<file path="config.mk">
export PLATFORM = sky130hd
export DESIGN_NAME = smf_monitor
export DESIGN_NICKNAME = d
export VERILOG_FILES = /design/src/hw/smf_pkg.sv /design/src/hw/smf_tick_if.sv /design/src/hw/smf_monitor.sv /design/src/hw/smf_tick.sv
export SDC_FILE = /design/constraint.sdc
export NUM_CORES = 1
export LEC_CHECK = 0
export BUFFER_PORTS_ARGS = -buffer_cell sky130_fd_sc_hd__buf_2
export CAP_MARGIN = 20
export CELL_PAD_IN_SITES_DETAIL_PLACEMENT = 1
export CELL_PAD_IN_SITES_GLOBAL_PLACEMENT = 1
export CORE_MARGIN = 1.5
export CORE_UTILIZATION = 40
export CTS_BUF_LIST = sky130_fd_sc_hd__clkbuf_16
export DETAILED_ROUTE_END_ITERATION = 8
export HOLD_SLACK_MARGIN = 0.1
export PLACE_DENSITY = 0.79
export SLEW_MARGIN = 20
export SYNTH_ARGS = -nofsm -noshare
export SYNTH_HDL_FRONTEND = slang
export SYNTH_HIERARCHICAL = 1
export SYNTH_SLANG_ARGS = --single-unit
</file>
<file path="constraint.sdc">
create_clock -name clk -period 5.2 [get_ports clk]
set_input_delay 0.26 -clock clk [delete_from_list [all_inputs] [get_ports clk]]
set_output_delay 0.26 -clock clk [all_outputs]
set_load 0.02 [all_outputs]
</file>
<file path="src/hw/smf_pkg.sv">
// Constants, types and helpers shared by the signal monitor fault logic.
`default_nettype none
package smf_pkg;
	// ==========================================================
	// Sizes and timing
	localparam int NCH = 18;
	localparam int TW = 12;
	localparam int CLK_HZ = 125000000;
	localparam int MS_PER_S = 1000;
	localparam int MS_CYCLES = CLK_HZ / MS_PER_S;
	localparam logic [TW-1:0] RF_ON_MS = 12'd1350;
	localparam logic [TW-1:0] RF_OFF_MS = 12'd850;
	localparam logic [TW-1:0] WD_ON_MS = 12'd1000;
	localparam logic [TW-1:0] WD_OFF_MS = 12'd1500;
	localparam logic [TW-1:0] BO_ON_MS = 12'd400;
	localparam logic [TW-1:0] BO_OFF_MS = 12'd80;
	localparam logic [TW-1:0] DUAL_MS = 12'd350;
	localparam logic [TW-1:0] CFG_HOLD_MS = 12'd3000;
	localparam logic [TW-1:0] BLINK_MS = 12'd250;
	// ==========================================================
	// Register map
	localparam logic [7:0] ADDR_CTRL = 8'h00;
	localparam logic [7:0] ADDR_STATUS = 8'h04;
	localparam logic [7:0] ADDR_CHAN = 8'h08;
	localparam logic [7:0] ADDR_IRQ_STAT = 8'h0c;
	localparam logic [7:0] ADDR_IRQ_MASK = 8'h10;
	localparam int CTRL_RESET_BIT = 0;
	localparam logic [9:0] IRQ_MASK_RST = 10'h000;
	// ==========================================================
	// Fault bit positions
	localparam int NF = 10;
	localparam int F_AC = 0;
	localparam int F_DC = 1;
	localparam int F_WD = 2;
	localparam int F_CONF = 3;
	localparam int F_RF = 4;
	localparam int F_DUAL = 5;
	localparam int F_CLR = 6;
	localparam int F_CARD = 7;
	localparam int F_MON = 8;
	localparam int F_CFG = 9;
	localparam int CFG_W = 5 + 2 * NCH;
	typedef enum logic [1:0] {
		SMF_RUN = 2'b00,
		SMF_TRIG = 2'b01
	} smf_state_t;
	// ==========================================================
	// Picks one of two times by a switch.
	function automatic logic [TW-1:0] smf_pick(input logic on_sel,
		input logic [TW-1:0] on_ms, input logic [TW-1:0] off_ms);
		return on_sel ? on_ms : off_ms;
	endfunction
endpackage
`default_nettype wire

</file>
<file path="src/hw/smf_tick_if.sv">
// Millisecond tick carried from the divider to the monitor logic.
`default_nettype none
interface smf_tick_if;
	logic ms_tick;
	modport src (output ms_tick);
	modport dst (input ms_tick);
endinterface
`default_nettype wire

</file>
<file path="src/hw/smf_monitor.sv">
// Fault latch and mode configuration of an 18-channel signal monitor.
// Operation
// - Eighteen channels, each with its own green, yellow and red input.
// - Missing card triggers; leaves only when card back and reset given.
// - Conflict records active channels; other faults record failing ones.
// - Recorded faults and channel status hold until a reset.
// - Drive ten status lamps and 54 channel lamps.
// - Red-fail time is 1350 ms when switch on, 850 ms when off.
// - Watchdog time is 1.0 s when switch on, 1.5 s when off.
// - Brown-out time is 400 ms when selected, 80 ms otherwise.
// - Latch off: a power event clears a pending watchdog fault.
// - Latch on: watchdog fault stays until a reset command.
// - Polarity jumper inverts the active sense of relay common.
// - Config fault clears only by front reset held three seconds.
`default_nettype none
module smf_monitor #(
	parameter int MS_CYCLES = smf_pkg::MS_CYCLES,
	parameter int NCH = smf_pkg::NCH
) (
	input wire logic clk,
	input wire logic reset_n,
	input wire logic [NCH-1:0] green_in,
	input wire logic [NCH-1:0] yellow_in,
	input wire logic [NCH-1:0] red_in,
	input wire logic red_enable,
	input wire logic output_relay_common,
	input wire logic conflict_in,
	input wire logic clearance_in,
	input wire logic dc_supply_fail,
	input wire logic diag_fail,
	input wire logic card_present,
	input wire logic watchdog_timer,
	input wire logic ac_low,
	input wire logic red_fail_time_sw,
	input wire logic watchdog_time_sw,
	input wire logic brownout_sel,
	input wire logic watchdog_latch_sel,
	input wire logic polarity_jumper,
	input wire logic [NCH-1:0] red_fail_en_sw,
	input wire logic [NCH-1:0] dual_en_sw,
	input wire logic front_reset,
	input wire logic remote_reset,
	input wire logic psel,
	input wire logic penable,
	input wire logic pwrite,
	input wire logic [7:0] paddr,
	input wire logic [31:0] pwdata,
	output logic [31:0] prdata,
	output logic pready,
	output logic pslverr,
	output logic irq,
	output logic triggered,
	output logic [smf_pkg::NF-1:0] status_lamp,
	output logic [NCH-1:0] lamp_green,
	output logic [NCH-1:0] lamp_yellow,
	output logic [NCH-1:0] lamp_red
);
	localparam int TW = smf_pkg::TW;
	localparam int NF = smf_pkg::NF;
	localparam int CW = smf_pkg::CFG_W;

	// ==========================================================
	// Tick and synchronous configuration sampling
	smf_tick_if tk ();
	smf_tick #(.MS_CYCLES(MS_CYCLES)) u_tick (
		.clk(clk),
		.reset_n(reset_n),
		.tick(tk)
	);
	wire logic ms = tk.ms_tick;

	logic [CW-1:0] cfg_reg, cfg_ref_reg;
	logic ref_ok_reg;
	wire logic [CW-1:0] cfg_now = {red_fail_time_sw, watchdog_time_sw,
		brownout_sel, watchdog_latch_sel, polarity_jumper,
		red_fail_en_sw, dual_en_sw};
	wire logic rf_sel = cfg_reg[CW-1];
	wire logic wd_sel = cfg_reg[CW-2];
	wire logic bo_sel = cfg_reg[CW-3];
	wire logic wdl_sel = cfg_reg[CW-4];
	wire logic pol_sel = cfg_reg[CW-5];
	wire logic [NCH-1:0] rf_en = cfg_reg[2*NCH-1:NCH];
	wire logic [NCH-1:0] dual_en = cfg_reg[NCH-1:0];
	wire logic [TW-1:0] rf_lim = smf_pkg::smf_pick(rf_sel,
		smf_pkg::RF_ON_MS, smf_pkg::RF_OFF_MS);
	wire logic [TW-1:0] wd_lim = smf_pkg::smf_pick(wd_sel,
		smf_pkg::WD_ON_MS, smf_pkg::WD_OFF_MS);
	wire logic [TW-1:0] bo_lim = smf_pkg::smf_pick(bo_sel,
		smf_pkg::BO_ON_MS, smf_pkg::BO_OFF_MS);
	wire logic relay_active = output_relay_common ^ pol_sel;
	wire logic mon_en = red_enable & ~relay_active;
	wire logic cfg_changed = ref_ok_reg && (cfg_reg != cfg_ref_reg);

	// ==========================================================
	// Per-channel red-fail and dual indication timers
	logic [NCH-1:0] rf_hit, dual_hit;
	genvar gi;
	generate
		for (gi = 0; gi < NCH; gi++)
		begin : g_ch
			logic [TW-1:0] rf_cnt_reg, du_cnt_reg;
			wire logic none = ~(green_in[gi] | yellow_in[gi] | red_in[gi]);
			wire logic dual = (green_in[gi] & yellow_in[gi]) |
				(green_in[gi] & red_in[gi]) | (yellow_in[gi] & red_in[gi]);
			wire logic rf_run = mon_en & rf_en[gi] & none;
			wire logic du_run = mon_en & dual_en[gi] & dual;
			always_ff @(posedge clk or negedge reset_n)
			begin
				if (!reset_n)
				begin
					rf_cnt_reg <= '0;
					du_cnt_reg <= '0;
				end
				else
				begin
					if (!rf_run)
						rf_cnt_reg <= '0;
					else if (ms && !rf_hit[gi])
						rf_cnt_reg <= rf_cnt_reg + 1'b1;
					if (!du_run)
						du_cnt_reg <= '0;
					else if (ms && !dual_hit[gi])
						du_cnt_reg <= du_cnt_reg + 1'b1;
				end
			end
			assign rf_hit[gi] = rf_run && (rf_cnt_reg >= rf_lim);
			assign dual_hit[gi] = du_run && (du_cnt_reg >= smf_pkg::DUAL_MS);
		end
	endgenerate

	// ==========================================================
	// Watchdog, brown-out, front reset hold and blink timers
	logic wd_prev_reg, bo_reg, fr_prev_reg, blink_reg;
	logic [TW-1:0] wd_cnt_reg, bo_cnt_reg, fr_cnt_reg, bl_cnt_reg;
	wire logic wd_edge = watchdog_timer ^ wd_prev_reg;
	wire logic wd_hit = wd_cnt_reg >= wd_lim;
	wire logic bo_next = ac_low && (bo_cnt_reg >= bo_lim);
	wire logic power_event = bo_next & ~bo_reg;
	wire logic fr_hold_done = front_reset && ms &&
		(fr_cnt_reg == smf_pkg::CFG_HOLD_MS - 1'b1);

	always_ff @(posedge clk or negedge reset_n)
	begin
		if (!reset_n)
		begin
			wd_prev_reg <= 1'b0;
			wd_cnt_reg <= '0;
			bo_cnt_reg <= '0;
			bo_reg <= 1'b0;
			fr_prev_reg <= 1'b0;
			fr_cnt_reg <= '0;
			bl_cnt_reg <= '0;
			blink_reg <= 1'b0;
		end
		else
		begin
			wd_prev_reg <= watchdog_timer;
			if (wd_edge || power_event)
				wd_cnt_reg <= '0;
			else if (ms && !wd_hit)
				wd_cnt_reg <= wd_cnt_reg + 1'b1;
			if (!ac_low)
				bo_cnt_reg <= '0;
			else if (ms && !bo_next)
				bo_cnt_reg <= bo_cnt_reg + 1'b1;
			bo_reg <= bo_next;
			fr_prev_reg <= front_reset;
			if (!front_reset)
				fr_cnt_reg <= '0;
			else if (ms && fr_cnt_reg != smf_pkg::CFG_HOLD_MS)
				fr_cnt_reg <= fr_cnt_reg + 1'b1;
			if (ms)
				bl_cnt_reg <= (bl_cnt_reg == smf_pkg::BLINK_MS - 1'b1) ?
					'0 : bl_cnt_reg + 1'b1;
			if (ms && bl_cnt_reg == smf_pkg::BLINK_MS - 1'b1)
				blink_reg <= ~blink_reg;
		end
	end

	// ==========================================================
	// APB slave decode
	logic [NF-1:0] fault_reg, irq_stat_reg, irq_mask_reg;
	logic [NCH-1:0] chan_reg;
	logic [31:0] prdata_reg;
	smf_pkg::smf_state_t state_reg, state_next;
	wire logic setup = psel & ~penable;
	wire logic access = psel & penable;
	wire logic hit_ctrl = paddr == smf_pkg::ADDR_CTRL;
	wire logic hit_stat = paddr == smf_pkg::ADDR_STATUS;
	wire logic hit_chan = paddr == smf_pkg::ADDR_CHAN;
	wire logic hit_istat = paddr == smf_pkg::ADDR_IRQ_STAT;
	wire logic hit_imask = paddr == smf_pkg::ADDR_IRQ_MASK;
	wire logic mapped = hit_ctrl | hit_stat | hit_chan | hit_istat | hit_imask;
	wire logic sw_reset = access & pwrite & hit_ctrl &
		pwdata[smf_pkg::CTRL_RESET_BIT];
	wire logic istat_rd = access & ~pwrite & hit_istat;
	wire logic [31:0] rd_mux =
		hit_ctrl ? 32'h0 :
		hit_stat ? {22'h0, fault_reg} :
		hit_chan ? {14'h0, chan_reg} :
		hit_istat ? {22'h0, irq_stat_reg} :
		hit_imask ? {22'h0, irq_mask_reg} : 32'h0;
	assign pready = access;
	assign pslverr = access & ~mapped;
	assign prdata = prdata_reg;

	// ==========================================================
	// Fault latch
	wire logic run = state_reg == smf_pkg::SMF_RUN;
	wire logic reset_cmd = (front_reset & ~fr_prev_reg) | remote_reset |
		sw_reset;
	logic [NF-1:0] cause, clr_mask, fault_next, new_fault;
	always_comb
	begin
		cause = '0;
		cause[smf_pkg::F_DC] = dc_supply_fail;
		cause[smf_pkg::F_WD] = wd_hit;
		cause[smf_pkg::F_CONF] = conflict_in;
		cause[smf_pkg::F_RF] = |rf_hit;
		cause[smf_pkg::F_DUAL] = |dual_hit;
		cause[smf_pkg::F_CLR] = clearance_in & mon_en;
		cause[smf_pkg::F_CARD] = ~card_present;
		cause[smf_pkg::F_MON] = diag_fail;
		cause[smf_pkg::F_CFG] = cfg_changed;
		clr_mask = reset_cmd ? {NF{1'b1}} : '0;
		clr_mask[smf_pkg::F_CFG] = fr_hold_done;
		clr_mask[smf_pkg::F_CARD] = reset_cmd & card_present;
		clr_mask[smf_pkg::F_WD] = reset_cmd | (power_event & ~wdl_sel);
	end
	assign new_fault = run ? cause : '0;
	assign fault_next = (fault_reg & ~clr_mask) | new_fault;
	assign state_next = (|fault_next) ? smf_pkg::SMF_TRIG : smf_pkg::SMF_RUN;

	always_ff @(posedge clk or negedge reset_n)
	begin
		if (!reset_n)
		begin
			state_reg <= smf_pkg::SMF_RUN;
			fault_reg <= '0;
			chan_reg <= '0;
			cfg_reg <= '0;
			cfg_ref_reg <= '0;
			ref_ok_reg <= 1'b0;
			lamp_green <= '0;
			lamp_yellow <= '0;
			lamp_red <= '0;
		end
		else
		begin
			state_reg <= state_next;
			fault_reg <= fault_next;
			cfg_reg <= cfg_now;
			ref_ok_reg <= 1'b1;
			if (!ref_ok_reg || fr_hold_done)
				cfg_ref_reg <= ref_ok_reg ? cfg_reg : cfg_now;
			if (run && |cause)
				chan_reg <= cause[smf_pkg::F_CONF] ?
					(green_in | yellow_in | red_in) : (rf_hit | dual_hit);
			else if (state_next == smf_pkg::SMF_RUN)
				chan_reg <= '0;
			if (run)
			begin
				lamp_green <= green_in;
				lamp_yellow <= yellow_in;
				lamp_red <= red_in;
			end
		end
	end

	// ==========================================================
	// Registers, interrupt and status lamps
	always_ff @(posedge clk or negedge reset_n)
	begin
		if (!reset_n)
		begin
			prdata_reg <= 32'h0;
			irq_stat_reg <= '0;
			irq_mask_reg <= smf_pkg::IRQ_MASK_RST;
		end
		else
		begin
			if (setup)
				prdata_reg <= rd_mux;
			irq_stat_reg <= (irq_stat_reg &
				~(istat_rd ? prdata_reg[NF-1:0] : '0)) | new_fault;
			if (access && pwrite && hit_imask)
				irq_mask_reg <= pwdata[NF-1:0];
		end
	end
	assign irq = |(irq_stat_reg & irq_mask_reg);
	assign triggered = (state_reg == smf_pkg::SMF_TRIG) | bo_reg;
	always_comb
	begin
		status_lamp = fault_reg;
		status_lamp[smf_pkg::F_AC] = ~bo_reg | blink_reg;
	end
endmodule // smf_monitor
`default_nettype wire

</file>
<file path="src/hw/smf_tick.sv">
// Divider that makes a one-cycle millisecond tick from the system clock.
`default_nettype none
module smf_tick #(
	parameter int MS_CYCLES = smf_pkg::MS_CYCLES
) (
	input wire logic clk,
	input wire logic reset_n,
	smf_tick_if.src tick
);
	logic [31:0] cnt_reg;
	logic tick_reg;
	wire logic wrap = (cnt_reg == 32'(MS_CYCLES - 1));

	always_ff @(posedge clk or negedge reset_n)
	begin
		if (!reset_n)
		begin
			cnt_reg <= 32'h0;
			tick_reg <= 1'b0;
		end
		else
		begin
			cnt_reg <= wrap ? 32'h0 : cnt_reg + 32'h1;
			tick_reg <= wrap;
		end
	end

	assign tick.ms_tick = tick_reg;
endmodule // smf_tick
`default_nettype wire

</file>
### Word-level counts from Yosys, hierarchy flattened

Index checks and enable logic that the tools add are counted.

| cells by class | value |
|---|---|
| $add $sub $neg | 41 |
| $mul | 0 |
| divide/modulo/power cells | 0 |
| magnitude comparators | 38 |
| equality and inequality tests | 48 |
| shift-type cells | 0 |
| mux-type cells | 96 |
| bitwise gates (word level) | 260 |
| reduce and logical (&&, ||, !) cells | 134 |

Operators with widths:

| kind | count |
|---|---|
| two-way mux 12 bit | 79 |
| adder 12 x 1 -> 12 bit, second input constant | 40 |
| greater-or-equal comparator 12 x 11 -> 1 bit | 19 |
| greater-or-equal comparator 12 x 9 -> 1 bit, second input constant | 18 |
| AND 1 bit | 140 |
| two-way mux 18 bit | 6 |
| logical AND 1 bit | 83 |
| bitwise OR 1 bit | 81 |
| != test 2 x 1 -> 1 bit, second input constant | 38 |
| bitwise OR 18 bit | 3 |
| OR reduction 43 bit | 1 |
| two-way mux 41 bit | 1 |
| != test 41 bit | 1 |
| two-way mux 10 bit | 4 |
| logical NOT 1 bit | 39 |
| OR reduction 18 bit | 2 |
| adder 32 x 1 -> 32 bit, second input constant | 1 |
| == test 32 x 17 -> 1 bit, second input constant | 1 |
| two-way mux 32 bit | 1 |
| AND 10 bit | 3 |
| inverter 1 bit | 27 |
| two-way mux 11 bit | 2 |
| inverter 10 bit | 2 |
| bitwise OR 10 bit | 2 |
| other kinds (16) | 23 |

| word-level totals | value |
|---|---|
| register bits | 735 |
| bits in latches | 0 |
| memory bits (writable) | 0 |
| ROM bits | 0 |
| input bits | 151 |
| memories | 0 |

### Longest topological paths before layout

| logic depth | value |
|---|---|
| word-level depth | 14 |
| depth in mapped cells | 12 |
| gate-level depth less buffers | 10 |

### Modules after synthesis

The synthesis kept the hierarchy.

Modules (own cells, without submodules):

| module | times used | cells each | area each (µm²) | seq. area each (µm²) |
|---|---|---|---|---|
| smf_monitor | 1 | 3483 | 35082.4 | 17216.5 |
| smf_tick | 1 | 144 | 1562.7 | 825.8 |

### Least setup slack after synthesis

No wires, ideal clock.

| timing path | value |
|---|---|
| kind | reg-to-reg |
| start | register cfg_reg[40] |
| end | register chan_reg[7] |
| setup time | 0.079 ns |
| data arrival time | 4.300 ns |
| setup slack | 0.821 ns |
| stages on the path, launching flop included | 13 |
| path buffers | 2 |
| path through | dfrtp_1 inv_1 ha_1 a211oi_1 or3b_2 o211ai_1 o2111ai_1 nor4_2 nand4_1 o21ai_1 buf_4 buf_8 mux2i_1 |

| on the way | value |
|---|---|
| longest elaborated chain between the ends | 10 |
| elaborated cells on any way between the ends | 51 |
| classes of those cells | 18 x order compare; 1 x eq/ne; 5 x mux; 2 x bitwise; 25 x reduce/logical |

RTL lines:

| what | line | text |
|---|---|---|
| start, declared | smf_monitor.sv:72 | `logic [CW-1:0] cfg_reg, cfg_ref_reg;` |
| start signal, assigned | smf_monitor.sv:252 | `cfg_reg <= cfg_now;` |
| two-way mux 11 bit | smf_pkg.sv:51 | `return on_sel ? on_ms : off_ms;` |
| greater-or-equal comparator 12 x 11 -> 1 bit | smf_monitor.sv:126 | `assign rf_hit[gi] = rf_run && (rf_cnt_reg >= rf_lim);` |
| logical AND 1 bit | smf_monitor.sv:126 |  |
| OR reduction 18 bit | smf_monitor.sv:219 | `cause[smf_pkg::F_RF] = \|rf_hit;` |
| two-way mux 10 bit | smf_monitor.sv:230 | `assign new_fault = run ? cause : '0;` |
| bitwise OR 10 bit | smf_monitor.sv:231 | `assign fault_next = (fault_reg & ~clr_mask) \| new_fault;` |
| OR reduction 10 bit | smf_monitor.sv:232 | `assign state_next = (\|fault_next) ? smf_pkg::SMF_TRIG : smf_pkg::SMF_RUN;` |
| two-way mux 1 bit | smf_monitor.sv:232 |  |
| logical NOT 2 bit | smf_monitor.sv:259 | `else if (state_next == smf_pkg::SMF_RUN)` |
| nonzero test 2 bit (no line) | n/a |  |
| end signal, assigned | smf_monitor.sv:257 | `chan_reg <= cause[smf_pkg::F_CONF] ?` |
| end, declared | smf_monitor.sv:183 | `logic [NCH-1:0] chan_reg;` |

Several ways; a longest one is shown, not always the timed one.
A chain may end at the register's enable or synchronous reset.

### Final worst setup path

| timing path | value |
|---|---|
| start | register cfg_reg[40] |
| end | register chan_reg[1] |

Same word-level chain as after synthesis.

==> parameters.txt <==
Parameter                              Value

Cells and area
  Most common library cell in the layout ignoring fill and taps ... dfrtp_1
  Final std cells w/o fill ... around 5,200
  Fillcell total ... ~10,000
  Multi-input combinational cell area ... 0.0178 mm2
  Area taken by flip-flops and latches ... 0.0181 mm2
  Area growth from synthesis to layout ... 17.8%
  Number of nets in the layout ... 4,300
  Proportion of layout cells with a drive suffix above 1 ... 0.123
  Most frequent cells in the layout ... dfrtp_1, nor2_1, nand2_1

Die
  Core area ... between 0.09 and 0.1 mm2
  Total Die Area ... about 0.093 mm2
  DIE HEIGHT ... 306 um
  FP Rows ... 110
  Initial Utilization ... 0.405
  Ports placed on the boundary ... roughly 250
  Horizontal extent of the die ... between 300 and 400 um

CTS
  Post-CTS clock slew at the launch and capture registers of the worst setup and hold paths ... 0.06 ns
  CTS sink cnt ... ~720
  CTS root buffer ... clkbuf_16
  H-tree levels ... 3
  Clock tree from TritonCTS ... built
  Worst-skew pair later-pin latency ... 0.66 ns
  Number of resized instances in the post-cts repair step ... 0
  Worst-case clock buffer depth ... 3
  Post-CTS Hold Buffers ... 119
  Number of buffers inserted to repair setup after CTS ... 0
  Number of CTS-inserted buffers ... 84

Synth
  Count of state elements after synthesis ... 721
  Number of distinct library cell variants in the gate-level netlist after synthesis ... 78
  Asr flop ratio synth ... 1.00
  Mean post-synth cell area ... 10.1 um2
  Share of the yosys chip area belonging to registers ... 0.492
  Post-synth EDFFs ... 0
  Gate count of the mapped netlist ... around 3,600
  Most used DFF post-synth ... dfrtp_1
  Warnings from Yosys ... 6
  Netlist area before placement ... 0.0366 mm2

Route
  Detailed Routing Iterations Pass 1 ... 7
  Number of remaining DRC errors ... 0
  DR WL/cell ... ~21 um
  ANT nets after route ... 0
  Avg Vias per Cell ... about 5.6
  Total routed wirelength ... 110 mm
  Via total after detailed routing ... 29,400
  Iteration-0 DRC Markers ... 1,778

Worst setup path
  Worst EP arrival ... 4.72 ns
  Endpoint required time on the critical path ... 5.76 ns
  Cell type of the slowest stage on the worst timing path ... or3b_2
  Kind of start point of the critical path ... flop
  Maximum cell stage delay along the critical path ... approximately 0.50 ns
  Highest net fanout along the worst path ... 14
  Capturing element type of the critical path ... flop
  Critical path cell sequence ... inv_2 > ha_1 > a211oi_1 > or3b_2 > o211ai_1 > o2111ai_1 > nor4_2 > nand4_1 > o21ai_2 > buf_12 > mux2i_1
  Setup Crit Path Kind ... flop to flop

GRT
  Antenna violations before repair ... 8
  Largest net degree at the start of global routing ... 117
  GRT Util Overall ... 0.237
  Wire length of the first global-routing pass ... 177 mm
  Number of global-route vias before repair ... 31,700
  GR Overflow Total ... 0

STA
  Max-slew violation total from the final report ... 0
  Count of endpoints failing hold in the final timing report ... 0
  Least-Margin Pin Slew ... 1.15 ns
  RSZ-0062 raised after global routing ... no
  Setup-violating endpoint count in the final report ... 0
  Setup TNS ... 0 ns
  Fin crit period ... ~4.2 ns
  Headroom to the max-slew limit ... 0.224
  Worst clock skew ... 0.0218 ns
  Fin crit share ... 0.801
  Achievable Freq ... 240 MHz

Placed design
  Final GP Congestion ... 0.836
  Number of buffer cells added on primary ports ... 214
  Number of placed instances with taps included ... 4,958
  Detailed Place HPWL ... 73.3 mm

Job
  Max-capacitance violation count ... 0

Power and ir drop
  Power density over the cells ... 289 mW/mm2
  Max VDD drop ... 0.248 mV
  Leakage power figure ... 19.1 nW

Worst hold path
  Kind of path behind the tightest hold check ... input pin to flop

Status
  Run status ... complete, no violations
## metal layers
| layer | global-route usage | routed length (um) |
|---|---|---|
| met5 | 0 | 75 |
| met4 | 0.0791 | 3490 |
| met3 | 0.0349 | 4530 |
| met2 | 0.394 | 52800 |
| met1 | 0.316 | 48800 |
## through the flow
step	hold WS (ns)	setup WS (ns)	power [mW]	instance area [um2]	util
6_report	0.141	1.04	12.5	43200	0.477
5_1_grt	0.143	0.974	12.8	43200	0.477
4_1_cts	0.103	1.05	12.5	43100	0.477
3_5_place_dp	0.354	1.07	6.51	39200	0.434
3_3_place_gp	0.357	1.21	6.49	39200	0.434
2_1_floorplan	-0.0356	0.821	6.11	36700	-
## logic make-up after synthesis
kind of cell    synth area share
xor+xnor                  0.0949
other cells             0.000205
buf+inv                   0.0253
fa+ha+maj                 0.0599
mux                       0.0352
compound gates             0.106
simple gates               0.186
flops                      0.492
## path summary, 6_finish.rpt
kind                                  start                     end  slack (ns)  depth (start not counted)
worst max register to register  cfg_reg[40]             chan_reg[1]        1.04                         11
worst min register to register    blink_reg               blink_reg        0.46                          1
worst max-delay path            cfg_reg[40]             chan_reg[1]        1.04                         11
max in group asynchronous           reset_n  g_ch[12].du_cnt_reg[6]        3.78                          3
min in group asynchronous           reset_n      u_tick/cnt_reg[19]        0.23                          2
worst min-delay path               paddr[3]               prdata[7]        0.14                          4
## report_power, final
group	switching (mW)	total [mW]	internal, mW
clock network	2.51	5.97	3.46
logic	0.476	0.722	0.246
registers	0.0797	5.77	5.69
total	3.07	12.5	9.39
## cell type report
class,instances,area share
antenna,1,0.0000580
clock buffer,86,0.0499
clock inverter,68,0.0137
inverter,84,0.00731
multi-input combinational,2703,0.411
sequential,721,0.418
tap,1176,0.0341
timing repair buffer,394,0.0653
## critical path: cells and delay by family, from the launching register on
kind,cells,cell delay [ns]
simple gates,3,1.25
buf+inv,2,0.46
mux,1,0.21
compound gates,4,1.45
fa+ha+maj,1,0.31
flops,1,0.40
## cells in the mapped netlist (all sizes together), types with 7 or more instances
cell     count  area, um2
o211a       19        190
a211oi      54        405
a2111oi     16        146
xor2       224       1960
and2        29        181
o21a        13       97.6
nor4        31        221
nor2b       13       81.3
nand3      130        666
a222oi      10        100
nor2       595       2230
o2111a      25        282
mux2i       57        571
xnor2      172       1510
a31oi       67        419
nor3        82        425
and4        23        201
o21ai       75        375
a211o        7       61.3
ha         161       2010
and3        84        526
o211ai      18        135
clkbuf      95        357
inv         83        312
or3         29        181
o2111ai     23        201
nand4      113        713
or4          7       56.3
a41oi       16        148
a21boi       7       52.6
dfrtp      721      18000
o31ai       35        263
buf         37        255
or2          7       43.8
maj3        18        180
a21o        25        188
a21oi      130        651
mux2        64        721
nand2      250        938
(Power assumes the default switching activity.)
